--- config.mk ---
export PLATFORM = sky130hd
export DESIGN_NAME = pltc_core
export DESIGN_NICKNAME = d
export VERILOG_FILES = /design/src/common/pltc_pkg.sv /design/src/hw/pltc_core.sv /design/src/hw/pltc_prescaler.sv
export SDC_FILE = /design/constraint.sdc
export NUM_CORES = 1
export LEC_CHECK = 0
export ABC_AREA = 1
export BUFFER_PORTS_ARGS = -buffer_cell sky130_fd_sc_hd__buf_2
export CELL_PAD_IN_SITES_DETAIL_PLACEMENT = 0
export CELL_PAD_IN_SITES_GLOBAL_PLACEMENT = 1
export CORE_AREA = 2 2 133 135
export CTS_CLUSTER_SIZE = 16
export DETAILED_ROUTE_END_ITERATION = 8
export DIE_AREA = 0 0 135 137
export HOLD_SLACK_MARGIN = 0.03
export MAX_ROUTING_LAYER = met4
export PLACE_DENSITY = 0.86
export SETUP_SLACK_MARGIN = 0.15
export SYNTH_ARGS = -nofsm -noshare
export SYNTH_HDL_FRONTEND = slang
export SYNTH_SLANG_ARGS = --single-unit
--- constraint.sdc ---
create_clock -name core_clk -period 3.71 [get_ports core_clk]
set_input_delay 0.5565 -clock core_clk [delete_from_list [all_inputs] [get_ports core_clk]]
set_output_delay 0.5565 -clock core_clk [all_outputs]
set_load 0.05 [all_outputs]
--- src/common/pltc_pkg.sv ---
// Shared constants, types and helpers of the programmable-length timer core.
package pltc_pkg;

  // ********************************************************************
  // Register map and bus
  // ********************************************************************
  localparam int unsigned PLTC_ADDR_W = 4;
  localparam int unsigned PLTC_DATA_W = 16;
  localparam logic [3:0] PLTC_ADDR_CTRL = 4'h0;
  localparam logic [3:0] PLTC_ADDR_STATUS = 4'h4;
  localparam logic [3:0] PLTC_ADDR_COUNT = 4'h8;
  localparam logic [3:0] PLTC_ADDR_PERIOD = 4'hc;

  // Control word: [1:0] mode, [3:2] divider, [5:4] source, [7:6] length, [8] clear.
  localparam int unsigned PLTC_CTRL_W = 8;
  localparam int unsigned PLTC_CLEAR_BIT = 8;
  // Status word: [0] channel-zero flag, [1] overflow flag, write one to clear.
  localparam int unsigned PLTC_STAT_CC_BIT = 0;
  localparam int unsigned PLTC_STAT_OVF_BIT = 1;

  localparam logic [15:0] PLTC_COUNT_RESET = 16'h0000;
  localparam logic [15:0] PLTC_PERIOD_RESET = 16'h0000;
  localparam logic [15:0] PLTC_READ_UNMAPPED = 16'h0000;

  // ********************************************************************
  // Types
  // ********************************************************************
  typedef enum logic [1:0] {
    PLTC_MODE_STOP = 2'h0,
    PLTC_MODE_UP = 2'h1,
    PLTC_MODE_CONT = 2'h2,
    PLTC_MODE_UPDOWN = 2'h3
  } pltc_mode_t;

  typedef enum logic [1:0] {
    PLTC_LEN_16 = 2'h0,
    PLTC_LEN_12 = 2'h1,
    PLTC_LEN_10 = 2'h2,
    PLTC_LEN_8 = 2'h3
  } pltc_len_t;

  typedef struct packed {
    pltc_len_t len;
    logic [1:0] src;
    logic [1:0] div;
    pltc_mode_t mode;
  } pltc_ctrl_t;

  localparam pltc_ctrl_t PLTC_CTRL_RESET = '{PLTC_LEN_16, 2'h0, 2'h0, PLTC_MODE_STOP};

  typedef struct packed {
    logic wr;
    logic rd;
    logic [3:0] addr;
    logic [15:0] wdata;
  } pltc_bus_req_t;

  // Largest count that the selected length allows.
  function automatic logic [15:0] pltc_len_max(input pltc_len_t len);
    unique case (len)
      PLTC_LEN_8: pltc_len_max = 16'h00ff;
      PLTC_LEN_10: pltc_len_max = 16'h03ff;
      PLTC_LEN_12: pltc_len_max = 16'h0fff;
      PLTC_LEN_16: pltc_len_max = 16'hffff;
    endcase
  endfunction : pltc_len_max

endpackage : pltc_pkg

--- src/hw/pltc_core.sv ---
// Programmable-length timer counter with mode control, period latch and flags.
//
// Added by the designer: the strobed register port and the register offsets.
`timescale 1ns/1ps

// ********************************************************************
// Timer counter core
// ********************************************************************
// What this block does
// (RQ1) A 16-bit count register steps up or down on each selected timer tick.
// (RQ2) Software reads and writes the count; a write takes effect at once.
// (RQ3) The clear bit zeroes count, prescaler and count direction.
// (RQ4) Length field limits count to 0FFh, 03FFh, 0FFFh or 0FFFFh.
// (RQ5) Count writes in shorter lengths are right-justified, upper bits zero.
// (RQ6) Source field picks auxiliary, sub-main or one of two external clocks.
// (RQ7) Divider field passes the clock undivided or divided by 2, 4 or 8.
// (RQ8) Counting happens only with nonzero mode and a running clock source.
// (RQ9) Zero period halts up and up/down; a later nonzero load restarts from zero.
// (RQ10) Mode codes: 00 stop, 01 up, 10 continuous, 11 up/down.
// (RQ11) Up mode counts zero to period then restarts; period is latch plus one.
// (RQ12) Entering up mode above the period restarts from zero at once.
// (RQ13) Up mode: channel-zero flag at period, overflow flag on wrap to zero.
// (RQ14) Immediate period load: higher period counted to, lower one rolls to zero.
// (RQ15) Continuous mode wraps at length maximum with overflow flag.
// (RQ16) Up/down mode counts to the period and back, twice the period.
// (RQ17) Flags come only from counting, never from a direct count write.
// (RQ18) Software should halt the timer before reconfiguring it.
// (RQ19) Software reads a running asynchronous count only by majority vote.
// (RQ20) Up/down: channel-zero flag reaching the period, overflow going 1 to 0.
// (RQ21) Count direction is held while halted unless the clear bit resets it; a nonzero period load ending a zero-period halt also resets it.
// (RQ22) Flags stay set until cleared; the clear bit reads back as zero.
module pltc_core
  import pltc_pkg::*;
#(
  parameter int unsigned SRC_N = 4
) (
  input wire logic core_clk,
  input wire logic rst_n,
  input wire logic clkEn,
  input wire pltc_bus_req_t busReq,
  input wire logic auxClk,
  input wire logic subMainClk,
  input wire logic extClkA,
  input wire logic extClkB,
  output logic [15:0] rdData_q,
  output logic ccFlag_q,
  output logic ovfFlag_q
);

  // ********************************************************************
  // Register decode
  // ********************************************************************
  pltc_ctrl_t ctrl_q;
  pltc_ctrl_t ctrlNew;
  logic [15:0] count_q;
  logic [15:0] period_q;
  logic dirDown_q;
  logic ctrlWr;
  logic statWr;
  logic countWr;
  logic periodWr;
  logic clearWr;
  logic tick;
  logic [15:0] lenMax;
  logic [15:0] incr;
  logic [15:0] top;
  logic [15:0] cntStep;
  logic dirStep;
  logic setCc;
  logic setOvf;
  logic go;
  logic periodRestart;
  logic upEntry;

  assign ctrlWr = busReq.wr && (busReq.addr == PLTC_ADDR_CTRL);
  assign statWr = busReq.wr && (busReq.addr == PLTC_ADDR_STATUS);
  assign countWr = busReq.wr && (busReq.addr == PLTC_ADDR_COUNT);
  assign periodWr = busReq.wr && (busReq.addr == PLTC_ADDR_PERIOD);
  assign clearWr = ctrlWr && busReq.wdata[PLTC_CLEAR_BIT];
  assign ctrlNew = pltc_ctrl_t'(busReq.wdata[PLTC_CTRL_W-1:0]);

  assign lenMax = pltc_len_max(ctrl_q.len); // see (RQ4)
  assign incr = count_q + 16'h0001;
  // A period beyond the length maximum behaves like continuous counting.
  assign top = (period_q > lenMax) ? lenMax : period_q;

  // Restart from zero when a nonzero period follows a halting zero.
  assign periodRestart = periodWr && (period_q == 16'h0000) && (busReq.wdata != 16'h0000) &&
                         ((ctrl_q.mode == PLTC_MODE_UP) ||
                          (ctrl_q.mode == PLTC_MODE_UPDOWN)); // see (RQ9)
  assign upEntry = ctrlWr && (ctrlNew.mode == PLTC_MODE_UP) &&
                   (count_q > period_q); // see (RQ12)

  pltc_prescaler #(
    .SRC_N(SRC_N)
  ) uPrescaler (
    .core_clk(core_clk),
    .rst_n(rst_n),
    .clkEn(clkEn),
    .srcPins({extClkB, extClkA, subMainClk, auxClk}),
    .srcSel(ctrl_q.src),
    .divSel(ctrl_q.div),
    .divClear(clearWr),
    .tick_q(tick)
  );

  // ********************************************************************
  // Count sequencing
  // ********************************************************************
  always_comb begin
    cntStep = count_q;
    dirStep = dirDown_q;
    setCc = 1'b0;
    setOvf = 1'b0;
    unique case (ctrl_q.mode) // see (RQ10)
      PLTC_MODE_STOP: begin
        cntStep = count_q;
      end
      PLTC_MODE_UP: begin
        if (count_q >= top) begin
          // A period lowered below the count rolls straight to zero.
          cntStep = 16'h0000; // see (RQ11) see (RQ14)
          setOvf = (count_q == top); // see (RQ13)
        end else begin
          cntStep = incr;
          setCc = (incr == period_q); // see (RQ13)
        end
      end
      PLTC_MODE_CONT: begin
        if (count_q >= lenMax) begin
          cntStep = 16'h0000; // see (RQ15)
          setOvf = 1'b1;
        end else begin
          cntStep = incr;
          setCc = (incr == period_q);
        end
      end
      PLTC_MODE_UPDOWN: begin
        if (period_q > lenMax) begin
          cntStep = (count_q >= lenMax) ? 16'h0000 : incr;
          setOvf = (count_q >= lenMax);
          setCc = (count_q < lenMax) && (incr == period_q);
        end else if (!dirDown_q) begin
          if (count_q >= period_q) begin
            dirStep = 1'b1; // see (RQ16)
            cntStep = count_q - 16'h0001;
          end else begin
            cntStep = incr;
            setCc = (incr == period_q); // see (RQ20)
          end
        end else if (count_q <= 16'h0001) begin
          // A new nonzero period within the length maximum, loaded during descent, takes effect only from zero.
          cntStep = 16'h0000;
          dirStep = 1'b0;
          setOvf = (count_q == 16'h0001); // see (RQ20)
        end else begin
          cntStep = count_q - 16'h0001;
        end
      end
    endcase
  end

  // A zero period holds up and up/down modes still.
  assign go = clkEn && tick && (ctrl_q.mode != PLTC_MODE_STOP) &&
              !((ctrl_q.mode != PLTC_MODE_CONT) && (period_q == 16'h0000)); // see (RQ8) see (RQ9)

  always_ff @(posedge core_clk) begin
    if (!rst_n) begin
      count_q <= PLTC_COUNT_RESET;
    end else if (clkEn) begin
      if (clearWr) begin
        count_q <= 16'h0000; // see (RQ3)
      end else if (countWr) begin
        count_q <= busReq.wdata & lenMax; // see (RQ2) see (RQ5)
      end else if (periodRestart || upEntry) begin
        count_q <= 16'h0000;
      end else if (go) begin
        count_q <= cntStep; // see (RQ1)
      end
    end
  end

  // Apart from clear and a period restart, direction only moves on counting ticks, so it survives a stop.
  always_ff @(posedge core_clk) begin
    if (!rst_n) begin
      dirDown_q <= 1'b0;
    end else if (clkEn) begin
      if (clearWr || periodRestart) begin
        dirDown_q <= 1'b0; // see (RQ3)
      end else if (go && !countWr) begin
        dirDown_q <= dirStep; // see (RQ21)
      end
    end
  end

  // ********************************************************************
  // Configuration and period latch
  // ********************************************************************
  always_ff @(posedge core_clk) begin
    if (!rst_n) begin
      ctrl_q <= PLTC_CTRL_RESET;
    end else if (clkEn && ctrlWr) begin
      ctrl_q <= ctrlNew; // see (RQ6) see (RQ7)
    end
  end

  always_ff @(posedge core_clk) begin
    if (!rst_n) begin
      period_q <= PLTC_PERIOD_RESET;
    end else if (clkEn && periodWr) begin
      period_q <= busReq.wdata; // see (RQ14)
    end
  end

  // ********************************************************************
  // Flags and read data
  // ********************************************************************
  // Only counting sets a flag, and a set beats a clear in the same cycle.
  always_ff @(posedge core_clk) begin
    if (!rst_n) begin
      ccFlag_q <= 1'b0;
      ovfFlag_q <= 1'b0;
    end else if (clkEn) begin
      ccFlag_q <= (ccFlag_q && !(statWr && busReq.wdata[PLTC_STAT_CC_BIT])) ||
                  (go && !countWr && setCc); // see (RQ17) see (RQ22)
      ovfFlag_q <= (ovfFlag_q && !(statWr && busReq.wdata[PLTC_STAT_OVF_BIT])) ||
                   (go && !countWr && setOvf); // see (RQ17) see (RQ22)
    end
  end

  // The count is read on the core clock; see the majority-vote caveat.
  always_ff @(posedge core_clk) begin
    if (!rst_n) begin
      rdData_q <= PLTC_READ_UNMAPPED;
    end else if (clkEn) begin
      if (busReq.rd) begin
        unique case (busReq.addr)
          PLTC_ADDR_CTRL: rdData_q <= {8'h00, ctrl_q}; // see (RQ22)
          PLTC_ADDR_STATUS: rdData_q <= {14'h0000, ovfFlag_q, ccFlag_q};
          PLTC_ADDR_COUNT: rdData_q <= count_q; // see (RQ2) see (RQ19)
          PLTC_ADDR_PERIOD: rdData_q <= period_q;
          default: rdData_q <= PLTC_READ_UNMAPPED;
        endcase
      end else begin
        rdData_q <= PLTC_READ_UNMAPPED;
      end
    end
  end
endmodule : pltc_core

--- src/hw/pltc_prescaler.sv ---
// Clock source selection, synchronisation and 1/2/4/8 input divider.
`timescale 1ns/1ps
module pltc_prescaler
  import pltc_pkg::*;
#(
  parameter int unsigned SRC_N = 4
) (
  input wire logic core_clk,
  input wire logic rst_n,
  input wire logic clkEn,
  input wire logic [SRC_N-1:0] srcPins,
  input wire logic [1:0] srcSel,
  input wire logic [1:0] divSel,
  input wire logic divClear,
  output logic tick_q
);

  logic [SRC_N-1:0] sync1_q;
  logic [SRC_N-1:0] sync2_q;
  logic selPrev_q;
  logic [2:0] divCnt_q;
  logic risingEdge;
  logic [2:0] divMask;

  // The first stage feeds only the second stage.
  always_ff @(posedge core_clk) begin
    if (!rst_n) begin
      sync1_q <= '0;
      sync2_q <= '0;
    end else if (clkEn) begin
      sync1_q <= srcPins;
      sync2_q <= sync1_q;
    end
  end

  always_comb begin
    unique case (divSel)
      2'h0: divMask = 3'h0;
      2'h1: divMask = 3'h1;
      2'h2: divMask = 3'h3;
      2'h3: divMask = 3'h7;
    endcase
  end

  // A stopped source gives no edge, so the counter cannot advance.
  assign risingEdge = sync2_q[srcSel] & ~selPrev_q; // see (RQ6) see (RQ8)

  always_ff @(posedge core_clk) begin
    if (!rst_n) begin
      selPrev_q <= 1'b0;
    end else if (clkEn) begin
      selPrev_q <= sync2_q[srcSel];
    end
  end

  always_ff @(posedge core_clk) begin
    if (!rst_n) begin
      divCnt_q <= 3'h0;
      tick_q <= 1'b0;
    end else if (clkEn) begin
      if (divClear) begin
        divCnt_q <= 3'h0; // see (RQ3)
        tick_q <= 1'b0;
      end else begin
        if (risingEdge) begin
          divCnt_q <= divCnt_q + 3'h1;
        end
        tick_q <= risingEdge && ((divCnt_q & divMask) == divMask); // see (RQ7)
      end
    end
  end

endmodule : pltc_prescaler

Yosys cells after proc, flatten, opt, wreduce, memory -nomap -nowiden
Index checks and enable logic that the tools add are counted.
{ "word_totals": {"reg_bits": 72, "latchBits": 0, "ram_bits": 0, "mem_bits_ro": 0, "inputBits": 29, "wordCells": 138, "n_memories": 0} }
{ "op_classes": {"add_sub_neg": 3, "multipliers": 0, "div_mod_pow": 0, "order_cmp": 8, "n_eq_ne": 20, "shifts": 0, "muxes": 40, "n_bitwise": 4, "reduce_logical": 48} }
{ "ops": {"columns": ["op", "count"], "rows": [
  ["2-to-1 mux 16 bit", 12],
  ["case mux 16 bit (4 select lines)", 2],
  ["greater-or-equal comparator 16 bit", 3],
  ["case mux 16 bit (3 select lines)", 1],
  ["== test 16 bit", 2],
  ["greater-than comparator 16 bit", 2],
  ["logical AND 1 bit", 25],
  ["2-to-1 mux 1 bit", 19],
  ["adder 16 x 1 -> 16 bit (second input constant)", 1],
  ["bitwise AND 16 bit", 1],
  ["== test 16 x 1 -> 1 bit (second input constant)", 1],
  ["<= comparator 16 x 1 -> 1 bit (second input constant)", 1],
  ["logical NOT 16 bit", 1],
  ["less-than comparator 16 bit", 1],
  ["nonzero test 16 bit", 1],
  ["subtractor 16 x 1 -> 16 bit (second input constant)", 1],
  ["== test 2 bit (second input constant)", 6],
  ["case mux 3 bit (4 select lines)", 1],
  ["== test 2 x 1 -> 1 bit (second input constant)", 4],
  ["== test 4 bit (second input constant)", 2],
  ["nonzero test 2 bit", 4],
  ["logical NOT 2 bit", 3],
  ["2-to-1 mux 3 bit", 2],
  ["case mux 1 bit (3 select lines)", 2],
  ["other kinds (18)", 25]
]} }

Longest topological paths before layout
{ "depth": {"depth_word": 11, "depth_mapped": 32, "ltp_nobuf": 29} }

Modules after synthesis
A second synthesis with hierarchy kept.
{ "hier_totals": {"hier_cells": 1034, "hier_area_um2": 6556.3} }
{ "modules_own_cells": {"columns": ["mod", "instances", "cells_each", "area_per_inst_um2"], "rows": [
  ["pltc_core", 1, 953, 5949.5],
  ["pltc_prescaler", 1, 81, 606.8]
]} }

Worst setup path after synthesis
No wires, ideal clock.
{ "synth_timing": {"kind": "register -> register", "startpoint": "register ctrl_q[7] (netlist bit)", "endpoint": "register count_q[5]", "t_arrival_ns": 3.603, "slack_ns": 0.037, "stages_incl_launch_ff": 32, "path_buffers": 3, "synth_period_minus_slack_ns": 3.673, "cell_sequence": "dfxtp_1 buf_4 nor2_1 inv_1 ha_1 nand2_1 nor2_1 nand2_1 nor2_1 nand2_1 nand2_4 inv_2 clkbuf_1 o21ai_0 inv_1 ha_1 nand2_1 nor2_1 nand2_1 inv_1 nand3_1 nand2_1 nor2_1 buf_2 nand3_1 nand2_1 nand2_1 nor2_1 nand3_1 nand2_1 nand2_1 a21oi_1"} }
{ "synth_between": {"elab_chain_cells": 11, "word_cells_on_any_way": 17} }
{ "synth_lines": {"columns": ["item", "line_no", "rtl"], "rows": [
  ["start: declaration", "pltc_core.sv:53", "pltc_ctrl_t ctrl_q;"],
  ["start signal: assignment", "pltc_core.sv:203", "ctrl_q <= ctrlNew;"],
  ["== test 2 x 1 -> 1 bit, or another cell as far along", "pltc_pkg.sv:60", "unique case (len)"],
  ["case mux 16 bit (4 select lines) (*)", "pltc_pkg.sv:60", null],
  ["greater-than comparator 16 bit", "pltc_core.sv:85, pltc_core.sv:139", null],
  ["2-to-1 mux 16 bit", "pltc_core.sv:85", "assign top = (period_q > lenMax) ? lenMax : period_q;"],
  ["greater-or-equal comparator 16 bit", "pltc_core.sv:120", "if (count_q >= top) begin"],
  ["2-to-1 mux 16 bit", "pltc_core.sv:120", null],
  ["case mux 16 bit (3 select lines) (*)", "pltc_core.sv:115", "unique case (ctrl_q.mode)"],
  ["2-to-1 mux 16 bit (*)", "pltc_core.sv:177", "end else if (go) begin"],
  ["2-to-1 mux 16 bit (*)", "pltc_core.sv:175", "end else if (periodRestart || upEntry) begin"],
  ["2-to-1 mux 16 bit (*)", "pltc_core.sv:173", "end else if (countWr) begin"],
  ["2-to-1 mux 16 bit (*)", "pltc_core.sv:171", "if (clearWr) begin"],
  ["end signal: assignment", "pltc_core.sv:174", "count_q <= busReq.wdata & lenMax;"],
  ["end signal: assignment", "pltc_core.sv:178", "count_q <= cntStep;"],
  ["end: declaration", "pltc_core.sv:55", "logic [15:0] count_q;"]
]} }
Every way passes the cells marked *; elsewhere a longest branch is shown, timed or not. The select of a mux whose other input is x is not followed.
A chain may end at the register's enable or synchronous reset.

Worst setup path in the final report
{ "layout_timing": {"startpoint": "register ctrl_q[6] (netlist bit)", "endpoint": "register count_q[10]"} }
{ "layout_between": {"elab_chain_cells": 11, "word_cells_on_any_way": 18} }
{ "layout_lines": {"columns": ["item", "line_no"], "rows": [
  ["== test 2 x 1 -> 1 bit, or another cell as far along", "pltc_pkg.sv:60"],
  ["case mux 16 bit (4 select lines) (*)", "pltc_pkg.sv:60"],
  ["greater-than comparator 16 bit", "pltc_core.sv:85, pltc_core.sv:139"],
  ["2-to-1 mux 16 bit", "pltc_core.sv:85"],
  ["greater-or-equal comparator 16 bit", "pltc_core.sv:120"],
  ["2-to-1 mux 16 bit", "pltc_core.sv:120"],
  ["case mux 16 bit (3 select lines)", "pltc_core.sv:115"],
  ["2-to-1 mux 16 bit", "pltc_core.sv:177"],
  ["2-to-1 mux 16 bit", "pltc_core.sv:175"],
  ["2-to-1 mux 16 bit (*)", "pltc_core.sv:173"],
  ["2-to-1 mux 16 bit (*)", "pltc_core.sv:171"]
]} }
Marks and branches as above.

==> flow_summary.toml <==
[yosys]
ys_warn_count = 0
part_of_the_yosys_area_used_for_sequential_elements = 0.221
count_of_flip_flops_with_a_built_in_enable_after_synthesis = 0
synth.ff_latch_count = 72
average_size_of_a_mapped_cell_um2 = 5.98
post_synth_num_cell_types = 43
postSynthCellCount = 1092
synth.net_count = 1168
synthArstFlopShare = 0
post_synth_top_flop = "dfxtp_1"
synthesis.area_mm2 = 0.00653

[sta]
finalSetupViolations = 0
final_hold_viol_count = 0
fin_skew_ns = 0.00908
drv_slew = 0
tightest_slew_ns = 0.814
fin_hold_ws_ns = 0.428
fin_tns_setup_ns = 0
worst_slack_ns = 0.273
max_slew_headroom = 0.457
finalCriticalPeriod_ns = 3.44
max_freq_mhz = 291
unrepaired_setup_endpoints_after_global_routing = "true"
min_period_over_period = 0.927

[layout]
layout.cells.most_common = "nand2_1"
nNetsFinal = 1234
flow.area_growth_from_synthesis_pct = 19.1
insertedDiodeCount = 0
mostFrequentLayoutCells = "nand2_1, nor2_1, a21oi_1"
drive_above_1_share = 0.179
final-instance-count-excl-fill = 1388

[clock_tree]
clk_latency_ns = 0.36
cts_max_path_buffers = 2
cts_made_buffers = 9
postCtsHoldBufs = 0
cts_htree_levels = 3
cts_tree = "built"
cts_root_buf = "clkbuf_16"
clock_transition_at_path_regs_ns = 0.07
cts_num_sinks = 72

[worst_setup_path]
timing.reg2reg.worst_path_depth = 27
worst_setup_path_type = "register to register"
critical_path.endpoint_type = "register"
critical_path.startpoint_type = "register"
cp_max_fo = 5
reg2reg_slack_ns = 0.27
arrival_ns = 3.71
critical_path_required_ns = 3.98

[power_and_ir_drop]
switching_share = 0.286
pwr-share-comb = 0.134
static-leakage-power_uw = 0.00376
sequential_share_of_power = 0.379
net_switching_power_of_the_design_uw = 598
clock_power_share = 0.487
power_density_mw_per_mm2 = 269
power_report.internal_total_uw = 1490
peakVddDrop_v = 0.000207

[worst_hold_path]
hold_class = "input port to register"
hold_path_depth = 3

[floorplan]
fp.dieArea_mm2 = 0.0185
height_of_the_die_um = 137
site_row_count = 48
ios = 47
core_mm2 = 0.0171
floorplan.die.width_um = 135
starting_utilization_of_the_core_area = 0.383

[drt]
first_pass_iters = 6
initialDrtViolationCount = 637
wire_per_inst_um = 19.3
antenna_left = 0
drt_drc_violations_left = 0
via_count = 7601
wl_um = 26800
post_drt_via_cell_ratio = 5.48

[outcome]
status = "finished clean"

[placed_design]
place.detailed.hpwl_um = 20900
post-place-ws_ns = 0.0448
placed_cells_incl_taps = 1362
gpl_congestion = 1.03
buffer_ports.inserted = 46

[grt]
grt_first_pass_wirelength_um = 41000
via_count_of_the_first_global_routing_pass = 7021
globalRouteOverflowTotal = 0
antenna_found_initial = 0
maximum_number_of_pins_on_one_net_before_global_route_repair = 38
groute.usage.overall = 0.305

[job]
max-cap-violations = 0
repair_timing:
| action | 4_1_cts | 5_1_grt |
|---|---|---|
| endpoints found under the setup margin | 15 | 18 |
| pin swaps | 0 | 18 |
| setup buffers | 1 | 8 |
| gates cloned | 1 | 0 |
| endpoints found under the hold margin | 0 | 0 |
| resized for setup | 9 | 52 |
worst max-delay path: stages, from the launching register on:
cell and delay [ns]:
dfxtp_2 0.33, nor2_4 0.14, clkinv_4 0.12, ha_4 0.30, nand2_4 0.05, o21a_1 0.19, nand2_2 0.11, nand2_4 0.11
nor2_2 0.17, inv_2 0.07, o21ai_1 0.08, inv_1 0.06, ha_1 0.26, nand2_1 0.10, nor2_4 0.05, nand2_1 0.06
inv_2 0.05, nand3_2 0.08, nand2_2 0.06, nor2_4 0.17, nand2_2 0.13, o21ai_1 0.16, inv_1 0.05, nor2_1 0.11
nand2_1 0.07, nand2_1 0.05, nand2_1 0.07, a21oi_1 0.16
layout make-up:
type / instances / area, um^2
inverters: 115 / 444
well taps: 225 / 282
clock inverters: 6 / 97.6
clock buffers: 10 / 239
fillers: 1898 / 9290
flip-flops and latches: 72 / 1440
multi-input cells: 863 / 4630
repair buffers: 97 / 632
layer usage:
layer  vias to the layer above  global-route usage  routed length, um
met4                         0               0.167               1570
met5                         -                   -                  0
met3                        89              0.0515               2030
met2                       358               0.477              12100
li1                       3682                   -                  -
met1                      3472               0.377              11200
synth_stat cells (2+ instances only):
| master | count | area, um^2 |
|---|---|---|
| buf_2 | 14 | 70.1 |
| o31ai_1 | 2 | 15.0 |
| nor3_1 | 10 | 50.1 |
| o21bai_1 | 2 | 15.0 |
| nand4_1 | 14 | 87.6 |
| nor3_2 | 2 | 20.0 |
| xor2_2 | 2 | 32.5 |
| inv_2 | 15 | 56.3 |
| a21oi_2 | 3 | 26.3 |
| nand3_2 | 4 | 40.0 |
| nand2_2 | 10 | 62.6 |
| a21oi_1 | 100 | 500 |
| nand2_4 | 2 | 22.5 |
| nor2_4 | 2 | 22.5 |
| a31oi_1 | 2 | 12.5 |
| o21ai_1 | 2 | 10.0 |
| o21ai_0 | 64 | 320 |
| ha_1 | 47 | 588 |
| buf_4 | 5 | 37.5 |
| xor2_1 | 21 | 184 |
| o22ai_1 | 11 | 68.8 |
| o211ai_1 | 3 | 22.5 |
| clkbuf_1 | 22 | 82.6 |
| nand3b_1 | 7 | 52.6 |
| nand2_1 | 334 | 1250 |
| o221ai_1 | 6 | 52.6 |
| nor2_1 | 126 | 473 |
| dfxtp_1 | 72 | 1440 |
| xnor2_1 | 2 | 17.5 |
| nor2_2 | 10 | 62.6 |
| o21a_1 | 3 | 22.5 |
| nand3_1 | 64 | 320 |
| inv_1 | 99 | 372 |
path summary, 6_finish.rpt:
path / start / end
worst max-delay path: ctrl_q[6] / count_q[10]
worst min-delay path: extClkB / uPrescaler.sync1_q[3]
worst max register to register: ctrl_q[6] / count_q[10]
worst min register to register: uPrescaler.sync2_q[1] / uPrescaler.sync2_q[1]
sequential cells by signal (all words and copies together), names as in the netlist:
name,cells
dirDown_q,1
uPrescaler.tick_q,1
rdData_q,16
uPrescaler.sync1_q,4
ccFlag_q,1
ovfFlag_q,1
period_q,16
uPrescaler.selPrev_q,1
count_q,16
uPrescaler.divCnt_q,3
ctrl_q,8
uPrescaler.sync2_q,4
per-stage QoR:
stage | cell area (um^2) | util | power (uW)
final | 7770 | 0.456 | 2090
after floorplan | 6530 | - | 955
after global routing | 7770 | 0.456 | 2160
after CTS | 7520 | 0.441 | 2070
after detailed placement | 7150 | 0.419 | 1050
after global placement | 7150 | 0.419 | 1050
power by group through the flow:
stage	logic, uW	clock network [uW]	registers (uW)
after floorplan	147	0	808
after detailed placement	241	0	810
after global routing	305	1060	794
final	280	1020	793
after global placement	242	0	810
after CTS	250	1030	792
cell families (layout without fill, tap and decap cells):
kind of cell    count (synthesis)  in the layout  share of synthesized area
xor+xnor                       25             25                     0.0359
compound gates                201            201                      0.170
fa+ha+maj                      47             47                     0.0901
simple gates                  590            590                      0.386
flops                          72             72                      0.221
buf+inv                       157            228                     0.0970
Note: power is estimated with default switching activity, not from simulation.
